`src/hw/rst_wdog_pkg.sv`:
```
// Purpose: constants and types for the reset and watchdog control block
// Assumes: 100 MHz system clock, one cpu i/o port in the same domain
// Notes: offsets are i/o port addresses used by the io read/write instructions
//
// Notes on behaviour
// RULE1: three reset sources; usb bus reset is soft
// RULE2: any reset returns registers to defaults; here the status register keeps its bits on watchdog and usb bus reset
// RULE3: reset loads both stack pointers with zero
// RULE4: status bits 4,5,6 record reset cause
// RULE5: restart at address zero, nothing pushed
// RULE6: power-on reset sets power-on status flag
// RULE7: power-on floats ports; strap selects behaviour
// RULE8: strap high and idle bus means suspend
// RULE9: leaving suspend with strap high: short delay
// RULE10: strap low after power-on: long delay
// RULE11: delay choice: strap, then flag, then short
// RULE12: firmware clears power-on flag before suspend
// RULE13: watchdog msb rising triggers reset, sets bit6
// RULE14: watchdog advances on timer bit 11 tick
// RULE15: any write to clear port zeroes watchdog
// RULE16: watchdog reset held 2.048 ms then restart
// RULE17: usb transmitter off until address msb set
// RULE18: indexed write adds x to encoded address
// RULE19: firmware moves data stack below endpoint fifos
// RULE20: every reset source also clears watchdog counter
package rst_wdog_pkg;
    // i/o port addresses
    localparam logic [7:0] ADDR_USB_ADDR_A = 8'h10;
    localparam logic [7:0] ADDR_WDOG_CLEAR = 8'h26;
    localparam logic [7:0] ADDR_PROC_STATUS = 8'hFF;
    // status register fields and usb address enable bit
    localparam int POR_BIT = 4;
    localparam int USB_RST_BIT = 5;
    localparam int WDOG_BIT = 6;
    localparam int USB_EN_BIT = 7;
    // reset values
    localparam logic [7:0] PROC_STATUS_RST = 8'h00;
    localparam logic [7:0] USB_ADDR_RST = 8'h00;
    localparam logic [7:0] STACK_PTR_RST = 8'h00;
    localparam logic [13:0] START_ADDR = 14'h0000;
    // timing, printed figures and derived cycle counts
    localparam int CLK_MHZ = 100;
    localparam int SHORT_DELAY_US = 128;
    localparam int LONG_DELAY_MS = 96;
    localparam int WDOG_HOLD_US = 2048;
    localparam int TIMER_TICK_US = 1;
    localparam int SHORT_DELAY_CYC = SHORT_DELAY_US * CLK_MHZ;
    localparam int LONG_DELAY_CYC = LONG_DELAY_MS * 1000 * CLK_MHZ;
    localparam int WDOG_HOLD_CYC = WDOG_HOLD_US * CLK_MHZ;
    localparam int TIMER_TICK_CYC = TIMER_TICK_US * CLK_MHZ;
    localparam int WDOG_TAP_BIT = 11;
    // sequencer states
    typedef enum logic [2:0] {
        ST_STRAP, ST_SUSPEND, ST_DELAY, ST_RUN, ST_WDOG_HOLD
    } seq_state_t;
    // cpu i/o request
    typedef struct packed {
        logic rd;
        logic wr;
        logic idx;
        logic [7:0] addr;
        logic [7:0] x;
        logic [7:0] acc;
    } io_req_t;
    // usb line state
    typedef struct packed {
        logic dp;
        logic dm;
        logic bus_reset;
    } usb_line_t;
endpackage

```
`src/hw/wdog_counter.sv`:
```
// Purpose: 2-bit watchdog counter with msb rising edge detect
// Assumes: tick is a one-cycle pulse
// Notes: clear has priority over tick
`timescale 1ns/1ps
module wdog_counter
    import rst_wdog_pkg::*;
(
    input wire logic i_sys_clk,
    input wire logic i_rst_b,
    input wire logic i_tick,
    input wire logic i_clear,
    output logic o_expire
);
    logic [1:0] cnt_q; // watchdog count
    logic [1:0] cnt_d;

    // next count; clear wins over tick
    always_comb begin
        cnt_d = cnt_q;
        if (i_clear) begin
            cnt_d = 2'h0; // [RULE15] [RULE20]
        end else if (i_tick) begin
            cnt_d = cnt_q + 2'h1; // [RULE14]
        end
    end

    // counter register
    always_ff @(posedge i_sys_clk or negedge i_rst_b) begin
        if (!i_rst_b) begin
            cnt_q <= 2'h0;
        end else begin
            cnt_q <= cnt_d;
        end
    end

    // expiry pulse on msb low to high
    always_ff @(posedge i_sys_clk or negedge i_rst_b) begin
        if (!i_rst_b) begin
            o_expire <= 1'b0;
        end else begin
            o_expire <= !cnt_q[1] && cnt_d[1]; // [RULE13]
        end
    end
endmodule

```
`src/hw/reset_and_watchdog_control.sv`:
```
// Purpose: reset sequencing, reset cause record and watchdog
// Assumes: i_rst_b is the power-on reset; cpu i/o is synchronous
// Notes: cpu held in reset by o_cpu_rst_b during delays and suspend
`timescale 1ns/1ps
module reset_and_watchdog_control
    import rst_wdog_pkg::*;
#(
    parameter int LONG_CYC = LONG_DELAY_CYC, // long start-up delay
    parameter int SHORT_CYC = SHORT_DELAY_CYC, // short start-up delay
    parameter int HOLD_CYC = WDOG_HOLD_CYC, // watchdog hold time
    parameter int TICK_CYC = TIMER_TICK_CYC // free-running timer period
) (
    input wire logic i_sys_clk,
    input wire logic i_rst_b,
    input wire io_req_t i_io,
    input wire usb_line_t i_usb,
    input wire logic i_strap_p3_7,
    output logic [7:0] o_rd_data,
    output logic o_cpu_rst_b,
    output logic o_soft_rst,
    output logic [13:0] o_start_addr,
    output logic [7:0] o_prog_stack_ptr,
    output logic [7:0] o_data_stack_ptr,
    output logic o_gpio_hiz,
    output logic o_suspend,
    output logic o_usb_tx_en,
    output logic [7:0] o_usb_addr
);
    ////////////////////////////////////////////////////////////////
    // elaboration checks
    if (LONG_CYC < 1 || SHORT_CYC < 1 || HOLD_CYC < 1 || TICK_CYC < 1) begin : g_chk
        $error("cycle counts must be at least one");
    end

    ////////////////////////////////////////////////////////////////
    // declarations
    seq_state_t state_q; // sequencer state
    logic [31:0] dly_q; // delay counter
    logic [7:0] status_q; // processor status and control
    logic [7:0] usb_addr_q; // usb device address a
    logic [31:0] tdiv_q; // prescaler to 1 us timer tick
    logic [11:0] timer_q; // 12-bit free-running timer
    logic tap_q; // delayed timer bit 11
    logic wdog_tick; // one pulse per 4.096 ms
    logic wdog_expire; // msb rose
    logic [7:0] port_addr; // effective i/o address
    logic wr_status; // write to status port
    logic wr_usb_addr; // write to usb address port
    logic wr_wdog; // write to watchdog clear port
    logic running; // cpu released
    logic idle_bus; // dm high, dp low
    logic wake; // resume condition on bus

    ////////////////////////////////////////////////////////////////
    // address decode
    // effective port address; indexed write adds x
    function automatic logic [7:0] eff_addr(input io_req_t r);
        eff_addr = r.idx ? 8'(r.addr + r.x) : r.addr; // [RULE18]
    endfunction

    assign port_addr = eff_addr(i_io);
    assign running = (state_q == ST_RUN);
    assign wr_status = running && i_io.wr && (port_addr == ADDR_PROC_STATUS);
    assign wr_usb_addr = running && i_io.wr && (port_addr == ADDR_USB_ADDR_A);
    assign wr_wdog = running && i_io.wr && (port_addr == ADDR_WDOG_CLEAR);
    assign idle_bus = i_usb.dm && !i_usb.dp;
    // bus reset, k state (dm low dp high) or se0 ends suspend
    assign wake = i_usb.bus_reset || (!i_usb.dm && i_usb.dp) || (!i_usb.dm && !i_usb.dp);

    ////////////////////////////////////////////////////////////////
    // free-running timer and watchdog tick
    // 1 us prescaler and 12-bit timer
    always_ff @(posedge i_sys_clk or negedge i_rst_b) begin
        if (!i_rst_b) begin
            tdiv_q <= '0;
            timer_q <= '0;
        end else if (tdiv_q == 32'(TICK_CYC - 1)) begin
            tdiv_q <= '0;
            timer_q <= timer_q + 12'h001;
        end else begin
            tdiv_q <= tdiv_q + 32'h1;
        end
    end

    // delayed tap for edge detect on bit 11
    always_ff @(posedge i_sys_clk or negedge i_rst_b) begin
        if (!i_rst_b) begin
            tap_q <= 1'b0;
        end else begin
            tap_q <= timer_q[WDOG_TAP_BIT];
        end
    end

    // tick on the rising edge of timer bit 11, only while running
    assign wdog_tick = running && timer_q[WDOG_TAP_BIT] && !tap_q; // [RULE14]

    ////////////////////////////////////////////////////////////////
    // watchdog counter
    // cleared by any write to its port or by any reset state
    wdog_counter u_wdog (
        .i_sys_clk(i_sys_clk),
        .i_rst_b(i_rst_b),
        .i_tick(wdog_tick),
        .i_clear(wr_wdog || !running || i_usb.bus_reset), // [RULE15] [RULE20]
        .o_expire(wdog_expire)
    );

    ////////////////////////////////////////////////////////////////
    // reset sequencer
    // strap, suspend, start-up delay, run, watchdog hold
    always_ff @(posedge i_sys_clk or negedge i_rst_b) begin
        if (!i_rst_b) begin
            state_q <= ST_STRAP; // [RULE1]
            dly_q <= '0;
        end else begin
            case (state_q)
                // first cycle after power-on: sample strap and bus
                ST_STRAP: begin
                    if (i_strap_p3_7 && idle_bus) begin
                        state_q <= ST_SUSPEND; // [RULE8]
                    end else if (i_strap_p3_7) begin
                        state_q <= ST_DELAY;
                        dly_q <= 32'(SHORT_CYC - 1); // [RULE11]
                    end else begin
                        state_q <= ST_DELAY;
                        // flag is being set on this same edge, so status_q still
                        // reads zero here; strap low after power-on is the long delay
                        dly_q <= 32'(LONG_CYC - 1); // [RULE10] [RULE11]
                    end
                end
                // suspended until bus activity
                ST_SUSPEND: begin
                    if (wake) begin
                        state_q <= ST_DELAY;
                        if (i_strap_p3_7 || !status_q[POR_BIT]) begin
                            dly_q <= 32'(SHORT_CYC - 1); // [RULE9] [RULE11]
                        end else begin
                            dly_q <= 32'(LONG_CYC - 1); // [RULE11]
                        end
                    end
                end
                // start-up delay count down
                ST_DELAY: begin
                    if (dly_q == 32'h0) begin
                        state_q <= ST_RUN;
                    end else begin
                        dly_q <= dly_q - 32'h1;
                    end
                end
                // cpu runs until watchdog expiry
                ST_RUN: begin
                    if (wdog_expire) begin
                        state_q <= ST_WDOG_HOLD; // [RULE13]
                        dly_q <= 32'(HOLD_CYC - 1); // [RULE16]
                    end
                end
                // watchdog reset held, then restart
                ST_WDOG_HOLD: begin
                    if (dly_q == 32'h0) begin
                        state_q <= ST_RUN; // [RULE16]
                    end else begin
                        dly_q <= dly_q - 32'h1;
                    end
                end
                default: begin
                    state_q <= ST_STRAP;
                end
            endcase
        end
    end

    ////////////////////////////////////////////////////////////////
    // processor status and control register
    // cause bits set by hardware win over a firmware write
    always_ff @(posedge i_sys_clk or negedge i_rst_b) begin
        if (!i_rst_b) begin
            status_q <= PROC_STATUS_RST;
        end else begin
            if (wr_status) begin
                status_q <= i_io.acc; // firmware may clear flags [RULE12]
            end
            if (state_q == ST_STRAP) begin
                status_q[POR_BIT] <= 1'b1; // [RULE4] [RULE6]
            end
            if (i_usb.bus_reset && running) begin
                status_q[USB_RST_BIT] <= 1'b1; // [RULE4]
            end
            if (state_q == ST_RUN && wdog_expire) begin
                status_q[WDOG_BIT] <= 1'b1; // [RULE4] [RULE13]
            end
        end
    end

    ////////////////////////////////////////////////////////////////
    // usb device address register
    // cleared by every reset source
    always_ff @(posedge i_sys_clk or negedge i_rst_b) begin
        if (!i_rst_b) begin
            usb_addr_q <= USB_ADDR_RST; // [RULE2]
        end else if (!running || i_usb.bus_reset) begin
            usb_addr_q <= USB_ADDR_RST; // [RULE2] [RULE17]
        end else if (wr_usb_addr) begin
            usb_addr_q <= i_io.acc;
        end
    end

    ////////////////////////////////////////////////////////////////
    // read path
    // non-indexed io read returns the selected port, others read zero; an indexed read leaves o_rd_data unchanged
    always_ff @(posedge i_sys_clk or negedge i_rst_b) begin
        if (!i_rst_b) begin
            o_rd_data <= 8'h00;
        end else if (i_io.rd && !i_io.idx) begin
            case (i_io.addr)
                ADDR_PROC_STATUS: o_rd_data <= status_q; // [RULE4] [RULE18]
                ADDR_USB_ADDR_A: o_rd_data <= usb_addr_q; // [RULE18]
                default: o_rd_data <= 8'h00;
            endcase
        end
    end

    ////////////////////////////////////////////////////////////////
    // control outputs, all registered
    always_ff @(posedge i_sys_clk or negedge i_rst_b) begin
        if (!i_rst_b) begin
            o_cpu_rst_b <= 1'b0;
            o_soft_rst <= 1'b0;
            o_start_addr <= START_ADDR;
            o_prog_stack_ptr <= STACK_PTR_RST; // [RULE3]
            o_data_stack_ptr <= STACK_PTR_RST; // [RULE3]
            o_gpio_hiz <= 1'b1; // [RULE7]
            o_suspend <= 1'b0;
            o_usb_tx_en <= 1'b0;
            o_usb_addr <= USB_ADDR_RST;
        end else begin
            // cpu released only in run, restart at zero, no push
            o_cpu_rst_b <= (state_q == ST_RUN) && !wdog_expire; // [RULE5] [RULE16]
            o_soft_rst <= running && i_usb.bus_reset; // [RULE1]
            o_start_addr <= START_ADDR; // [RULE5]
            o_prog_stack_ptr <= STACK_PTR_RST; // [RULE3]
            o_data_stack_ptr <= STACK_PTR_RST; // [RULE3]
            o_gpio_hiz <= (state_q == ST_STRAP) || (state_q == ST_SUSPEND)
                          || (state_q == ST_DELAY); // [RULE7]
            o_suspend <= (state_q == ST_SUSPEND); // [RULE8]
            o_usb_tx_en <= usb_addr_q[USB_EN_BIT]; // [RULE17]
            o_usb_addr <= usb_addr_q;
        end
    end
endmodule

```
`config.mk`:
```
export PLATFORM = sky130hd
export DESIGN_NAME = reset_and_watchdog_control
export DESIGN_NICKNAME = d
export VERILOG_FILES = /design/src/hw/rst_wdog_pkg.sv /design/src/hw/wdog_counter.sv /design/src/hw/reset_and_watchdog_control.sv
export SDC_FILE = /design/constraint.sdc
export NUM_CORES = 1
export LEC_CHECK = 0
export BUFFER_PORTS_ARGS = -buffer_cell sky130_fd_sc_hd__buf_2
export CAP_MARGIN = 20
export CORE_MARGIN = 5
export CORE_UTILIZATION = 58
export CTS_CLUSTER_DIAMETER = 40
export DETAILED_ROUTE_END_ITERATION = 6
export HOLD_SLACK_MARGIN = 0.1
export PLACE_DENSITY = 0.88
export SLEW_MARGIN = 25
export SYNTH_ARGS = -nofsm -noshare
export SYNTH_HDL_FRONTEND = slang
export SYNTH_HIERARCHICAL = 1
export SYNTH_SLANG_ARGS = --single-unit
```
`constraint.sdc`:
```
create_clock -name i_sys_clk -period 3.1 [get_ports i_sys_clk]
set_input_delay 0.155 -clock i_sys_clk [delete_from_list [all_inputs] [get_ports i_sys_clk]]
set_output_delay 0.155 -clock i_sys_clk [all_outputs]
set_load 0.01 [all_outputs]
```
==> results.toml <==
[sta]
period_share_pct = 88.55
fmax_ghz = 0.3643
tns_ns = 0
rsz0062_at_grt = "false"
finClkSkew_ns = 0.007921
hold_viol = 0
finalHoldWorstSlack_ns = 0.1427
slew_viol_final = 0
max-slew-margin-rel_pct = 40.82
min_period_ns = 2.745
setup_viol = 0
worst_pin_slew_ns = 0.8809
setup_ws_ns = 0.3550

[detailed_routing]
wl_mm = 15.51
drc = 0
wl_per_cell_um = 17.56
first_pass_iters = 5
ant_nets = 0
drt_first_iter_violations = 707
viasPerCell = 6.023
vias = 5318

[die]
die_h_um = 114.6
die_area_um2 = 13130
die_w_um = 114.6
num_io_pins = 84
core_area_um2 = 10790
start_util_pct = 58.79
row_count = 38

[flow_run]
maxCapViolations = 0

[synthesis]
syn_area_per_cell_um2 = 9.702
syn_area_um2 = 6345
yosysWarnings = 6
syn_inst = 654
synthFlopType = "dfrtp_1"
synth.area.top_cells = "dfrtp_1 47%, xnor2_1 5.1%, buf_4 3.7%, nor2_1 3.3%, nand4_1 3.2%"
ys_types = 68
synth_edf_count = 0
synth_largest_area_cell = "dfrtp_1"
synthArstFlopShare_pct = 100.0
ys_ff_latch = 119
yosysTopAreaCellShare_pct = 46.54
seq_area_frac_synth_pct = 46.95

[critical_path]
critPathKind = "flip-flop to flip-flop"
crit_path_max_fanout = 9
critPathRequiredTime_ns = 3.50
crit_path_end_kind = "flip-flop"
arrival_ns = 3.15
worst_setup_path_start_kind = "flip-flop"

[place]
hpwl_mm = 10.16
gp_congestion = 0.9409
io_buffer_count = 53
pre_cts_ws_ns = 0.4261

[clock_network]
clk_path_buf_depth = 2
cts.clk_slew.worst_paths_ns = 0.06
clkLatencyLatePin_ns = 0.54
cts_tree = "built"
post_cts_resized = 0
htree_levels = 4
cts_buffers = 17
clock_sinks = 119
post_cts_buffers = 0
clockRootBuffer = "clkbuf_8"

[cells_and_area]
n_antenna_cell = 0
n_fill_cell = 776
drive_gt1_share_pct = 16.29
final_nets = 774
area_delta_synth_final_pct = 17.65
post-route-util_pct = 69.16
final_common_cell = "dfrtp_1"
final_cell_mix = "118 x dfrtp_1, 56 x nor2_1, 52 x buf_2, 51 x nand2_1, 37 x xnor2_1"

[global_route]
grt_max_degree = 66
grt_pass1_vias = 5337
grt_first_pass_wirelength_mm = 25.88
track_usage_pct = 24.73
antenna_found_initial = 0
grt_overflow = 0

[power]
ir_worst_vdd_v = 0.0006184
power.density_nw_per_um2 = 713.5
p_leak_nw = 3.380
power_mw = 5.326

[outcome]
run_status = "finished, final reports clean"

[min_path]
hold_path.class = "input pin to flip-flop"
==> report_power, final <==
group | switching, mW | internal (mW)
registers | 0.137 | 1.68
logic | 0.916 | 0.453
clock network | 0.748 | 1.39
==> cell usage after synthesis, types with 22 or more instances <==
cell,count
nand4_1,32
o21ai_0,33
dfrtp_1,118
nor2_1,56
nand3_1,26
xnor2_1,37
nand2_1,51
a21oi_1,28
buf_4,31
nor3_1,29
xor2_1,22
==> kinds of logic (layout without fill, tap and decap cells) <==
group / count (synthesis) / after routing / synth area share (%)
adder cells (fa/ha/maj): 11 / 11 / 2.288
AND/OR/NAND/NOR: 275 / 275 / 23.11
other: 1 / 30 / 0.05910
XOR/XNOR: 59 / 59 / 8.144
multiplexers: 12 / 12 / 2.110
flip-flops: 119 / 119 / 46.95
buffers and inverters: 61 / 121 / 5.521
AO/OA/AOI/OAI: 116 / 116 / 11.81
==> through the flow <==
stage,std cells,area (um2)
5_1_grt,883,7465
6_report,883,7465
2_1_floorplan,683,6454
4_1_cts,883,7455
3_3_place_gp,839,6694
3_5_place_dp,839,6694
==> registers in the layout, summed over array words and instances (netlist names) <==
signal and count:
status_q 8, u_wdog/o_expire 1, o_soft_rst 1, dly_q 32, usb_addr_q 8, u_wdog/cnt_q 2
o_rd_data 8, timer_q 12, o_usb_addr 8, tdiv_q 32, state_q 3, o_gpio_hiz 1
o_suspend 1, tap_q 1, o_cpu_rst_b 1
==> metal layers <==
layer,up-vias,track usage (%),wire (um)
met5,-,0,0
met4,0,10.93,357
met3,42,5.814,1072
met2,229,41.52,7867
met1,2575,30.34,6212
li1,2472,-,-
==> path summary, 6_finish.rpt <==
kind | to | from | cells after the start | slack, ns
max in group asynchronous | timer_q[7]$_DFFE_PN0N_ | i_rst_b | 3 | 2.09
worst max-delay path | dly_q[4]$_DFFE_PN0P_ | dly_q[5]$_DFFE_PN0P_ | 7 | 0.36
worst max register to register | dly_q[4]$_DFFE_PN0P_ | dly_q[5]$_DFFE_PN0P_ | 7 | 0.36
min in group asynchronous | dly_q[24]$_DFFE_PN0P_ | i_rst_b | 2 | 0.21
worst min-delay path | state_q[0]$_DFFE_PN0P_ | i_usb[1] | 4 | 0.14
worst min register to register | tap_q$_DFF_PN0_ | timer_q[11]$_DFFE_PN0N_ | 0 | 0.42
==> critical path, cell delays in order (launching register included) <==
cell,delay (ns)
dfrtp_1,0.42
or4_4,0.60
nor4b_4,0.33
buf_4,0.22
nand4_1,0.20
nand2_1,0.34
nor4_1,0.11
or3b_1,0.39
==> cell type report <==
| type | count | area [um2] | share of cell area, % |
|---|---|---|---|
| clock buffer | 17 | 414.1 | 5.548 |
| clock inverter | 15 | 226.5 | 3.034 |
| inverter | 12 | 45.04 | 0.6034 |
| multi-input combinational | 503 | 3134 | 41.99 |
| sequential | 119 | 2979 | 39.91 |
| tap | 140 | 175.2 | 2.347 |
| timing repair buffer | 77 | 490.5 | 6.571 |
==> timing repair <==
action | in CTS | in global routing
hold buffers | 12 | 0
setup endpoints to repair | 0 | 0
endpoints found under the hold margin | 72 | 0
No activity file was read; power rests on OpenSTA's default activity.
